[src/rtl/wdrc_pkg.sv]
package wdrc_pkg;

  // Register indices; byte address is four times the index
  localparam int          IDX_W        = 16;
  localparam int          ADDR_W       = IDX_W + 2;
  localparam [IDX_W-1:0]  IDX_CTRL     = 16'h0000;
  localparam [IDX_W-1:0]  IDX_STAT     = 16'h0001;
  localparam [IDX_W-1:0]  IDX_MASK     = 16'h0002;
  localparam [IDX_W-1:0]  IDX_CNT      = 16'h0003;
  localparam [IDX_W-1:0]  IDX_CLEAR    = 16'hFFFF;

  // Control register fields
  localparam int          CTRL_RATE    = 0;
  localparam int          CTRL_DIS     = 1;
  localparam int          CTRL_PIN     = 2;
  localparam int          CTRL_BRK     = 3;
  localparam int          CTRL_W       = 4;
  localparam [3:0]        CTRL_RST     = 4'h0;

  // Status and mask fields
  localparam int          ST_OVF       = 0;
  localparam int          ST_CLR       = 1;
  localparam int          ST_W         = 2;
  localparam [1:0]        ST_RST       = 2'h0;
  localparam [1:0]        MASK_RST     = 2'h0;

  // Counter shape and timeouts in fast clock cycles
  localparam int          PRESC_W      = 12;
  localparam int          WD_W         = 6;
  localparam int          KEEP_LOW     = 4;
  localparam int          TMO_LONG     = 262128;
  localparam int          TMO_SHORT    = 8176;
  localparam int          RST_PIN_CYC  = 32;
  localparam int          POR_CYC      = 4096;

  localparam [1:0]        RESP_OKAY    = 2'h0;
  localparam [1:0]        RESP_SLVERR  = 2'h2;

endpackage : wdrc_pkg

[src/rtl/wdrc_timer.sv]
`timescale 1ns/100ps
`default_nettype none
module wdrc_timer #(
  parameter int PRESC_W   = 12,
  parameter int WD_W      = 6,
  parameter int KEEP_LOW  = 4,
  parameter int TMO_LONG  = 262128,
  parameter int TMO_SHORT = 8176
) (
  input  wire logic               aclk,
  input  wire logic               aresetn,
  input  wire logic               count_en,
  input  wire logic               wd_en,
  input  wire logic               rate_sel,
  input  wire logic               clr_upper,
  input  wire logic               clr_presc,
  input  wire logic               clr_all,
  output logic      [PRESC_W-1:0] presc,
  output logic      [WD_W-1:0]    wd_cnt,
  output logic                    ovf
);
  localparam int PER_LONG  = (TMO_LONG + 2**KEEP_LOW) / 2**WD_W;
  localparam int PER_SHORT = (TMO_SHORT + 2**KEEP_LOW) / 2**WD_W;
  localparam int CMP_LONG  = TMO_LONG - (2**WD_W - 1) * PER_LONG - 1;
  localparam int CMP_SHORT = TMO_SHORT - (2**WD_W - 1) * PER_SHORT - 1;

  if (PER_LONG != 2**PRESC_W || PER_SHORT > PER_LONG || CMP_SHORT < 0)
    $error("wdrc_timer: timeouts do not fit the counter shape");

  typedef struct packed {
    logic [PRESC_W-1:0] presc;
    logic [WD_W-1:0]    wd;
    logic               ovf;
  } wdrc_tmr_t;

  wdrc_tmr_t q;
  wdrc_tmr_t d;
  logic      [PRESC_W-1:0] low;
  logic      [PRESC_W-1:0] per_m1;
  logic      [PRESC_W-1:0] cmp;

  always_comb begin
    d      = q;
    d.ovf  = 1'b0;
    per_m1 = rate_sel ? PRESC_W'(PER_SHORT - 1) : PRESC_W'(PER_LONG - 1);
    cmp    = rate_sel ? PRESC_W'(CMP_SHORT) : PRESC_W'(CMP_LONG);
    low    = q.presc & per_m1;
    if (count_en) begin
      d.presc = q.presc + 1'b1;
      if (low == per_m1)
        d.wd = q.wd + 1'b1;
      if (wd_en && q.wd == {WD_W{1'b1}} && low == cmp) begin
        d.ovf   = 1'b1;
        d.presc = '0;
        d.wd    = '0;
      end
    end
    if (clr_upper) begin
      d.presc[PRESC_W-1:KEEP_LOW] = '0;
      d.wd                        = '0;
    end
    if (clr_presc)
      d.presc = '0;
    if (clr_all) begin
      d.presc = '0;
      d.wd    = '0;
    end
  end

  always_ff @(posedge aclk) begin
    if (!aresetn)
      q <= '0;
    else
      q <= d;
  end

  assign presc  = q.presc;
  assign wd_cnt = q.wd;
  assign ovf    = q.ovf;
endmodule : wdrc_timer
`default_nettype wire

[src/rtl/wdrc_stretch.sv]
`timescale 1ns/100ps
`default_nettype none
module wdrc_stretch #(
  parameter int CYCLES = 32
) (
  input  wire logic aclk,
  input  wire logic aresetn,
  input  wire logic trigger,
  input  wire logic pin_en,
  output logic      pin_out,
  output logic      pin_oe_n
);
  localparam int CW = $clog2(CYCLES + 1);

  if (CYCLES < 1)
    $error("wdrc_stretch: CYCLES must be at least one");

  typedef struct packed {
    logic [CW-1:0] cnt;
    logic          out;
    logic          oe_n;
  } wdrc_str_t;

  wdrc_str_t q;
  wdrc_str_t d;

  always_comb begin
    d = q;
    if (trigger && pin_en)
      d.cnt = CW'(CYCLES);
    else if (q.cnt != '0)
      d.cnt = q.cnt - 1'b1;
    d.oe_n = (d.cnt == '0);
    d.out  = (d.cnt == '0);
  end

  always_ff @(posedge aclk) begin
    if (!aresetn)
      q <= '{cnt: '0, out: 1'b1, oe_n: 1'b1};
    else
      q <= d;
  end

  assign pin_out  = q.out;
  assign pin_oe_n = q.oe_n;
endmodule : wdrc_stretch
`default_nettype wire

[src/rtl/wdrc_top.sv]
// Overview of operation
// - 6-bit counter advances from 12-bit prescaler.
// - Uncleared overflow resets after selected timeout.
// - Rate bit one short, zero long timeout.
// - Clear write zeroes counter, prescaler stages 12-5.
// - Clear write starts new timeout, less prescaler stages 4-1.
// - Clear address reads reset vector low byte.
// - Overflow drives pin 32 cycles, sets cause.
// - Stop clears prescaler and halts counting.
// - Prescaler cleared 4096 cycles after power-up.
// - Internal reset clears prescaler and counter.
// - Disable bit stops overflow resets.
// - Disable bit one disables, zero enables.
// - Overflow raises irq only while its mask bit is set.
// - Monitor mode with test voltage disables.
// - Counting continues during wait mode.
// - Break in monitor with bit set disables.
//
// The AXI4-Lite slave port was decided locally.
`timescale 1ns/100ps
`default_nettype none
module wdrc_top #(
  parameter int POR_CYCLES = wdrc_pkg::POR_CYC
) (
  input  wire logic                        aclk,
  input  wire logic                        aresetn,
  input  wire logic [wdrc_pkg::ADDR_W-1:0] s_axi_awaddr,
  input  wire logic                        s_axi_awvalid,
  output logic                             s_axi_awready,
  input  wire logic [31:0]                 s_axi_wdata,
  input  wire logic [3:0]                  s_axi_wstrb,
  input  wire logic                        s_axi_wvalid,
  output logic                             s_axi_wready,
  output logic      [1:0]                  s_axi_bresp,
  output logic                             s_axi_bvalid,
  input  wire logic                        s_axi_bready,
  input  wire logic [wdrc_pkg::ADDR_W-1:0] s_axi_araddr,
  input  wire logic                        s_axi_arvalid,
  output logic                             s_axi_arready,
  output logic      [31:0]                 s_axi_rdata,
  output logic      [1:0]                  s_axi_rresp,
  output logic                             s_axi_rvalid,
  input  wire logic                        s_axi_rready,
  input  wire logic [7:0]                  reset_vector_lo,
  input  wire logic                        stop_enter,
  input  wire logic                        stop_mode,
  input  wire logic                        monitor_mode,
  input  wire logic                        test_voltage,
  input  wire logic                        break_active,
  input  wire logic                        internal_reset,
  input  wire logic                        rst_pin_in,
  output logic                             rst_pin_out,
  output logic                             rst_pin_oe_n,
  output logic                             system_reset_req,
  output logic                             irq
);
  import wdrc_pkg::*;

  localparam int PCW = $clog2(POR_CYCLES + 1);

  if (POR_CYCLES < 1)
    $error("wdrc_top: POR_CYCLES must be at least one");

  localparam [ADDR_W-1:0] ADDR_CTRL  = {IDX_CTRL, 2'b00};
  localparam [ADDR_W-1:0] ADDR_STAT  = {IDX_STAT, 2'b00};
  localparam [ADDR_W-1:0] ADDR_MASK  = {IDX_MASK, 2'b00};
  localparam [ADDR_W-1:0] ADDR_CNT   = {IDX_CNT, 2'b00};
  localparam [ADDR_W-1:0] ADDR_CLEAR = {IDX_CLEAR, 2'b00};

  typedef enum logic [2:0] {
    SEL_CTRL  = 3'b000,
    SEL_STAT  = 3'b001,
    SEL_MASK  = 3'b010,
    SEL_CNT   = 3'b011,
    SEL_CLEAR = 3'b100,
    SEL_NONE  = 3'b111
  } wdrc_sel_t;

  typedef struct packed {
    logic              aw_got;
    logic [ADDR_W-1:0] aw_addr;
    logic              awready;
    logic              w_got;
    logic [31:0]       w_data;
    logic [3:0]        w_strb;
    logic              wready;
    logic              bvalid;
    logic [1:0]        bresp;
    logic              arready;
    logic              rvalid;
    logic [31:0]       rdata;
    logic [1:0]        rresp;
    logic [CTRL_W-1:0] ctrl;
    logic [ST_W-1:0]   stat;
    logic [ST_W-1:0]   mask;
    logic              irq;
    logic [PCW-1:0]    por_cnt;
    logic              por_clr;
    logic              wd_clr;
    logic              sys_rst;
  } wdrc_regs_t;

  wdrc_regs_t q;
  wdrc_regs_t d;

  logic               wd_en;
  logic               tmr_ovf;
  logic [PRESC_W-1:0] presc;
  logic [WD_W-1:0]    wd_cnt;
  logic [ST_W-1:0]    st_set;
  logic [ST_W-1:0]    st_clr;
  wdrc_sel_t          wsel;
  wdrc_sel_t          rsel;

  function automatic wdrc_sel_t decode(input logic [ADDR_W-1:0] a);
    wdrc_sel_t s;
    if (a == ADDR_CTRL)
      s = SEL_CTRL;
    else if (a == ADDR_STAT)
      s = SEL_STAT;
    else if (a == ADDR_MASK)
      s = SEL_MASK;
    else if (a == ADDR_CNT)
      s = SEL_CNT;
    else if (a == ADDR_CLEAR)
      s = SEL_CLEAR;
    else
      s = SEL_NONE;
    return s;
  endfunction : decode

  // Watchdog gating by configuration, monitor and break
  assign wd_en = !q.ctrl[CTRL_DIS]
               && !(monitor_mode && test_voltage)
               && !(monitor_mode && break_active
                    && q.ctrl[CTRL_BRK]);

  wdrc_timer #(
    .PRESC_W   (PRESC_W),
    .WD_W      (WD_W),
    .KEEP_LOW  (KEEP_LOW),
    .TMO_LONG  (TMO_LONG),
    .TMO_SHORT (TMO_SHORT)
  ) u_timer (
    .aclk      (aclk),
    .aresetn   (aresetn),
    .count_en  (!stop_mode),
    .wd_en     (wd_en),
    .rate_sel  (q.ctrl[CTRL_RATE]),
    .clr_upper (q.wd_clr),
    .clr_presc (stop_enter || q.por_clr),
    .clr_all   (internal_reset || q.sys_rst),
    .presc     (presc),
    .wd_cnt    (wd_cnt),
    .ovf       (tmr_ovf)
  );

  wdrc_stretch #(
    .CYCLES   (RST_PIN_CYC)
  ) u_stretch (
    .aclk     (aclk),
    .aresetn  (aresetn),
    .trigger  (tmr_ovf),
    .pin_en   (q.ctrl[CTRL_PIN]),
    .pin_out  (rst_pin_out),
    .pin_oe_n (rst_pin_oe_n)
  );

  always_comb begin
    d         = q;
    d.wd_clr  = 1'b0;
    d.por_clr = 1'b0;
    st_set    = '0;
    st_clr    = '0;
    wsel      = decode(q.aw_addr);
    rsel      = decode(s_axi_araddr);

    // One-shot prescaler clear after power-up settling time
    if (q.por_cnt != PCW'(POR_CYCLES)) begin
      d.por_cnt = q.por_cnt + 1'b1;
      if (q.por_cnt == PCW'(POR_CYCLES - 1))
        d.por_clr = 1'b1;
    end

    // Overflow is a single reset request pulse
    d.sys_rst      = tmr_ovf;
    st_set[ST_OVF] = tmr_ovf;

    // Write address and data are taken independently
    if (s_axi_awvalid && q.awready) begin
      d.aw_got  = 1'b1;
      d.aw_addr = s_axi_awaddr;
    end
    if (s_axi_wvalid && q.wready) begin
      d.w_got  = 1'b1;
      d.w_data = s_axi_wdata;
      d.w_strb = s_axi_wstrb;
    end

    if (q.aw_got && q.w_got && !q.bvalid) begin
      d.aw_got = 1'b0;
      d.w_got  = 1'b0;
      d.bvalid = 1'b1;
      d.bresp  = RESP_OKAY;
      if (wsel == SEL_CTRL) begin
        if (q.w_strb[0])
          d.ctrl = q.w_data[CTRL_W-1:0];
      end else if (wsel == SEL_STAT) begin
        if (q.w_strb[0])
          st_clr = q.w_data[ST_W-1:0];
      end else if (wsel == SEL_MASK) begin
        if (q.w_strb[0])
          d.mask = q.w_data[ST_W-1:0];
      end else if (wsel == SEL_CLEAR) begin
        d.wd_clr       = 1'b1;
        st_set[ST_CLR] = 1'b1;
      end else if (wsel == SEL_CNT) begin
        d.bresp = RESP_OKAY;
      end else begin
        d.bresp = RESP_SLVERR;
      end
    end

    if (q.bvalid && s_axi_bready)
      d.bvalid = 1'b0;

    d.awready = !d.aw_got && !d.bvalid;
    d.wready  = !d.w_got && !d.bvalid;

    // Read channel; no read has a side effect
    if (q.rvalid && s_axi_rready) begin
      d.rvalid  = 1'b0;
      d.arready = 1'b1;
    end
    if (s_axi_arvalid && q.arready) begin
      d.arready = 1'b0;
      d.rvalid  = 1'b1;
      d.rresp   = RESP_OKAY;
      d.rdata   = '0;
      if (rsel == SEL_CTRL)
        d.rdata[CTRL_W-1:0] = q.ctrl;
      else if (rsel == SEL_STAT)
        d.rdata[ST_W-1:0] = q.stat;
      else if (rsel == SEL_MASK)
        d.rdata[ST_W-1:0] = q.mask;
      else if (rsel == SEL_CNT)
        d.rdata[PRESC_W+WD_W+1:0] = {rst_pin_in, wd_en, wd_cnt, presc};
      else if (rsel == SEL_CLEAR)
        d.rdata[7:0] = reset_vector_lo;
      else
        d.rresp = RESP_SLVERR;
    end

    // Sticky status; a new event outranks a clear
    d.stat = (q.stat & ~st_clr) | st_set;
    d.irq  = |(d.stat & q.mask);
    if (wsel == SEL_MASK && q.aw_got && q.w_got && !q.bvalid
        && q.w_strb[0])
      d.irq = |(d.stat & d.mask);
  end

  always_ff @(posedge aclk) begin
    if (!aresetn) begin
      q         <= '0;
      q.awready <= 1'b1;
      q.wready  <= 1'b1;
      q.arready <= 1'b1;
      q.ctrl    <= CTRL_RST;
      q.stat    <= ST_RST;
      q.mask    <= MASK_RST;
    end else begin
      q <= d;
    end
  end

  assign s_axi_awready    = q.awready;
  assign s_axi_wready     = q.wready;
  assign s_axi_bvalid     = q.bvalid;
  assign s_axi_bresp      = q.bresp;
  assign s_axi_arready    = q.arready;
  assign s_axi_rvalid     = q.rvalid;
  assign s_axi_rdata      = q.rdata;
  assign s_axi_rresp      = q.rresp;
  assign system_reset_req = q.sys_rst;
  assign irq              = q.irq;
endmodule : wdrc_top
`default_nettype wire

[config.mk]
export PLATFORM = sky130hd
export DESIGN_NAME = wdrc_top
export DESIGN_NICKNAME = d
export VERILOG_FILES = /design/src/rtl/wdrc_pkg.sv /design/src/rtl/wdrc_timer.sv /design/src/rtl/wdrc_stretch.sv /design/src/rtl/wdrc_top.sv
export SDC_FILE = /design/constraint.sdc
export NUM_CORES = 1
export LEC_CHECK = 0
export BUFFER_PORTS_ARGS = -buffer_cell sky130_fd_sc_hd__buf_2
export CORE_MARGIN = 8
export CORE_UTILIZATION = 30
export DETAILED_ROUTE_END_ITERATION = 6
export GPL_ROUTABILITY_DRIVEN = 0
export SLEW_MARGIN = 20
export SYNTH_ARGS = -nofsm -noshare
export SYNTH_HDL_FRONTEND = slang
export SYNTH_SLANG_ARGS = --single-unit
[constraint.sdc]
create_clock -name aclk -period 2.25 [get_ports aclk]
set_clock_uncertainty 0.05 [all_clocks]
set_input_delay 0.225 -clock aclk [delete_from_list [all_inputs] [get_ports aclk]]
set_output_delay 0.225 -clock aclk [all_outputs]
set_load 0.01 [all_outputs]
Word level (Yosys, flattened, before mapping)
Cells that the tools add are included.
Widths: inputs -> output; s select.
{"block": "totals", "romBits": 0, "output_inout_bits": 45, "latch_bits": 0, "elab_cells": 166, "ram_bits": 0, "ff_bits": 136, "input_bits": 94, "mem_count": 0}
{"block": "op_classes", "div_mod_pow": 0, "n_addsub": 4, "shifts": 0, "reduce_logical": 47, "multipliers": 0, "magnitude_cmp": 0, "bitwise_logic": 8, "eq_ne": 21, "mux": 59}
{"op": "$eq 18x4->1 const B", "n": 4}
{"op": "$mux 2", "n": 24}
{"op": "$mux 19", "n": 2}
{"op": "$mux 37", "n": 1}
{"op": "$eq 18x18->1 const B", "n": 2}
{"op": "$eq 18x3->1 const B", "n": 2}
{"op": "$logic_not 18->1", "n": 2}
{"op": "$mux 12", "n": 3}
{"op": "$mux 18", "n": 2}
{"op": "$mux 36", "n": 1}
{"op": "$mux 3", "n": 9}
{"op": "$eq 12x12->1", "n": 2}
{"op": "$logic_and 1x1->1", "n": 21}
{"op": "$mux 6", "n": 3}
{"op": "$mux 16", "n": 1}
{"op": "$mux 8", "n": 2}
{"op": "$add 13x1->13 const B", "n": 1}
{"op": "$eq 13x12->1 const B", "n": 1}
{"op": "$ne 13x13->1 const B", "n": 1}
{"op": "$add 12x1->12 const B", "n": 1}
{"op": "$and 12x12->12", "n": 1}
{"op": "$eq 3x2->1 const B", "n": 4}
{"op": "$mux 1", "n": 10}
{"op": "$logic_not 1->1", "n": 7}
{"op": "other kinds (20)", "n": 32}

Depth between registers and ports, before layout
{"block": "logic_depth", "ltp_word": 16, "mapped_depth": 7, "mapped_depth_nobuf": 7}

Modules after synthesis
From an unflattened synthesis, not the netlist that was laid out.
{"block": "hier_totals", "cells_unflattened": 587, "hier_area_um2": 4957.3}
{"module": "wdrc_top", "area_per_inst_um2": 3553.4, "instances": 1, "cells_per_inst": 429, "seq_area_each_um2": 1541.5}
{"module": "wdrc_timer", "area_per_inst_um2": 1002.2, "instances": 1, "cells_per_inst": 114, "seq_area_each_um2": 380.4}
{"module": "wdrc_stretch", "area_per_inst_um2": 401.6, "instances": 1, "cells_per_inst": 44, "seq_area_each_um2": 140.1}

Least setup slack after synthesis
Ideal clock, no wire load.
{"block": "synth_path", "kind": "register to register", "startpoint": "register u_timer.q (netlist bit u_timer.presc[0])", "endpoint": "register u_timer.q (netlist bit u_timer.wd_cnt[0])", "required_ns": 2.126, "setup_ns": 0.074, "period_less_slack_ns": 1.888, "stages_incl_launch_ff": 7, "path_buffers": 0, "path_slack_ns": 0.362, "arrival_time_ns": 1.763, "cell_sequence": "dfxtp_1 ha_1 and4b_1 nand4_2 or2_2 or4_1 o21ai_0"}
{"block": "synth_via", "elab_chain_cells": 5, "elab_cells_between_ends": 7, "cone_classes": "eq/ne: 2; mux: 1; bitwise: 1; reduce/logical: 3"}
{"element": "start: declaration", "line_no": "wdrc_timer.sv:36", "text": "wdrc_tmr_t q;"}
{"element": "start signal: assignment", "line_no": "wdrc_timer.sv:72", "text": "q <= '0;"}
{"element": "start signal: assignment", "line_no": "wdrc_timer.sv:74", "text": "q <= d;"}
{"element": "$and 12x12->12 (*)", "line_no": "wdrc_timer.sv:47", "text": "low = q.presc & per_m1;"}
{"element": "$eq 12x12->1", "line_no": "wdrc_timer.sv:52", "text": "if (wd_en && q.wd == {WD_W{1'b1}} && low == cmp) begin"}
{"element": "$logic_and 1x1->1", "line_no": "wdrc_timer.sv:52"}
{"element": "$reduce_bool 2->1 (no line)"}
{"element": "$reduce_and 2->1 (no line)"}
Mark *: on every way between the ends. The rest lies on a longest branch, timed or not.
A chain may end at the register's enable or synchronous reset.

Final worst setup path
{"block": "layout_path", "startpoint": "register u_timer.q (netlist bit u_timer.wd_cnt[0])", "endpoint": "register u_timer.q (netlist bit u_timer.presc[6])"}
{"block": "layout_via", "elab_chain_cells": 4}
{"element": "$eq 6x6->1", "line_no": "wdrc_timer.sv:52"}
{"element": "$logic_and 1x1->1 (2 in a row)", "line_no": "wdrc_timer.sv:52"}
{"element": "$mux 19", "line_no": "wdrc_timer.sv:52"}
No other way between the ends.

==> flow_summary.yaml <==
synthesis:
  synth.distinct_cells: 52
  synth_seq_area_share_pct: 43.8
  synth_seq_cells: 103
  yosysWarnings: 0
  synth_area_mm2: 0.00471
  synth_ff_type: "dfxtp_1"
  synth-edff-count: 0
  synthArstFlopShare_pct: 0
  syn_inst: 562
  syn-mean-instance-area_um2: 8.37
final_layout:
  nFillCells: 1614
  area_growth_pct: 17.1
  final_common_cell: "dfxtp_1"
  nNetsFinal: 734
  layout-drive-gt1-share_pct: 21.0
  antenna_cells: 0
  most-common-layout-cells: "dfxtp_1 (103), buf_2 (93), nand2_1 (87), nor2_1 (68), a21oi_1 (36)"
worst_hold_path:
  worst_hold_path_type: "in -> reg"
cts:
  insertion_delay_ns: 0.35
  h-tree-depth: 3
  cts_setup_buffers: 0
  clk_pin_slew_ns: 0.07
  cts_resized: 0
  clock_path_buffers: 2
  cts_tree: "built"
  hold_buffers: 0
  cts.sinks: 103
  cts_made_buffers: 9
  clock-root-buffer: "clkbuf_16"
timing:
  period_share_pct: 89.2
  hold_viol_final: 0
  maxSlewViolCount: 0
  period_minus_slack_ns: 2.01
  setup_viol: 0
  max-slew-margin-rel_pct: 60.7
  finalSetupTns_ns: 0
  tightest_slew_ns: 0.589
  fmax_mhz: 498
  rsz0062_at_grt: "false"
die:
  die_h_um: 141
  die_w_um: 141
  start_util_pct: 30.8
  io_pins: 139
  dieArea_mm2: 0.0200
  core_area_mm2: 0.0153
  placementRows: 45
placed_design:
  portBuffers: 93
  hpwlAfterDp_um: 8970
global_route:
  use_met1_pct: 15.2
  gr-total-overflow: 0
  grt_pass1_wl_um: 18900
  antenna_found_initial: 0
  grt_usage_pct: 11.7
  grt_start_max_net_pins: 37
  grt_pass1_vias: 3769
  grt-busiest-layer: "met2"
  grt_util_met3_pct: 3.34
  met2_usage_pct: 18.5
worst_setup_path:
  critPathRequiredTime_ns: 2.43
  crit_fanout: 8
  critPathKind: "reg -> reg"
  r2r_slack_ns: 0.24
  start_kind: "register"
  arrival_ns: 2.18
  endpoint_kind: "register"
power_and_ir_drop:
  switching_share_pct: 27.4
  seqPwrFrac_pct: 48.8
  switchingPower_mw: 1.13
  clock_power_share_pct: 36.7
  vdd_drop_max_mv: 0.460
  internal-power_mw: 2.99
  pwr-share-comb_pct: 14.5
  cellLeakagePower_nw: 2.12
  power_density_mw_per_mm2: 747
  power_mw: 4.12
drt:
  drtIter0Drc: 246
  detail-route-antenna-nets: 0
  num_vias: 3967
  first_pass_iters: 4
  wl_per_cell_um: 13.5
  post-route-drc-count: 0
  via_per_inst: 4.67
  drt_wl_total_um: 11500
job:
  max_cap_viol_count: 0
status:
  status: "finished, final reports clean"
[logic make-up after synthesis]
| group | Yosys count | share of synthesized area, % |
|---|---|---|
| XOR/XNOR | 29 | 5.40 |
| AO/OA/AOI/OAI | 85 | 11.3 |
| other | 1 | 0.0797 |
| multiplexers | 8 | 1.73 |
| adder cells (fa/ha/maj) | 6 | 1.60 |
| flip-flops | 103 | 43.8 |
| buffers and inverters | 67 | 8.35 |
| AND/OR/NAND/NOR | 263 | 27.7 |
[synth_stat cells (all sizes together) (6+ instances only)]
cell type,n,area share (%)
nand4,15,2.3
nor3,13,1.4
buf,42,6.4
nand3,22,2.3
xor2,11,2.0
a21oi,36,3.8
nor2,68,5.4
and2,11,1.5
dfxtp,103,44
ha,6,1.6
mux2i,7,1.5
a22oi,16,2.6
o21ai,11,1.2
nand2,87,6.9
inv,9,0.72
nor4,12,2.3
xnor2,18,3.4
clkbuf,15,1.2
[critical path: stages (launching register included)]
cell     delay [ns]
dfxtp_1        0.40
ha_1           0.18
and3_1         0.20
nand3_1        0.09
or4b_1         0.57
nand3_1        0.30
nor2_1         0.10
[path summary, 6_finish.rpt]
kind / startpoint / endpoint / cells after the start
setup reg to reg: u_timer.wd_cnt[0] / u_timer.presc[6] / 6
setup / recovery: u_timer.wd_cnt[0] / u_timer.presc[6] / 6
hold / removal: s_axi_awaddr[6] / q[109] / 3
hold reg to reg: q[72] / q[72] / 2
[power by group through the flow]
| stage | clock [mW] | combinational, mW | sequential, mW |
|---|---|---|---|
| after detailed placement | 0 | 0.600 | 2.05 |
| after global routing | 1.65 | 0.672 | 2.02 |
| after CTS | 1.56 | 0.601 | 2.01 |
| after global placement | 0 | 0.593 | 2.05 |
| final | 1.51 | 0.597 | 2.01 |
| after floorplan | 0 | 0.444 | 2.04 |
[metrics by stage]
stage / setup WS (ns) / cells / hold WS, ns / util (%) / area [µm²]
floorplan: 0.362 / 575 / 0.311 / - / 4750
global placement: 0.270 / 834 / 0.408 / 34.2 / 5220
detailed placement: 0.258 / 834 / 0.404 / 34.2 / 5220
CTS: 0.246 / 850 / 0.0489 / 36.1 / 5510
global route: 0.118 / 850 / 0.0540 / 36.1 / 5510
finish: 0.243 / 850 / 0.0619 / 36.1 / 5510
[routing by layer]
metal  part of all wire (%)  vias to the layer above
met5                      0                        -
met4                   0.87                        0
met3                    5.9                        7
met2                     45                       92
met1                     48                     1815
li1                       -                     2053
[flip-flops by register name, indices dropped and copies added, names as in the netlist, 6 cells and up]
register        cells
q                  48
s_axi_rdata        20
u_timer.presc      12
u_stretch.q         6
u_timer.wd_cnt      6
[layout make-up]
type | instances | area (µm²) | share of cell area (%)
multi-input combinational | 405 | 2300 | 41.7
tap | 211 | 264 | 4.79
clock inverter | 5 | 40.0 | 0.726
sequential | 103 | 2060 | 37.4
inverter | 10 | 37.5 | 0.681
clock buffer | 11 | 253 | 4.59
timing repair buffer | 105 | 556 | 10.1
Note: power is estimated with default switching activity, not from simulation.
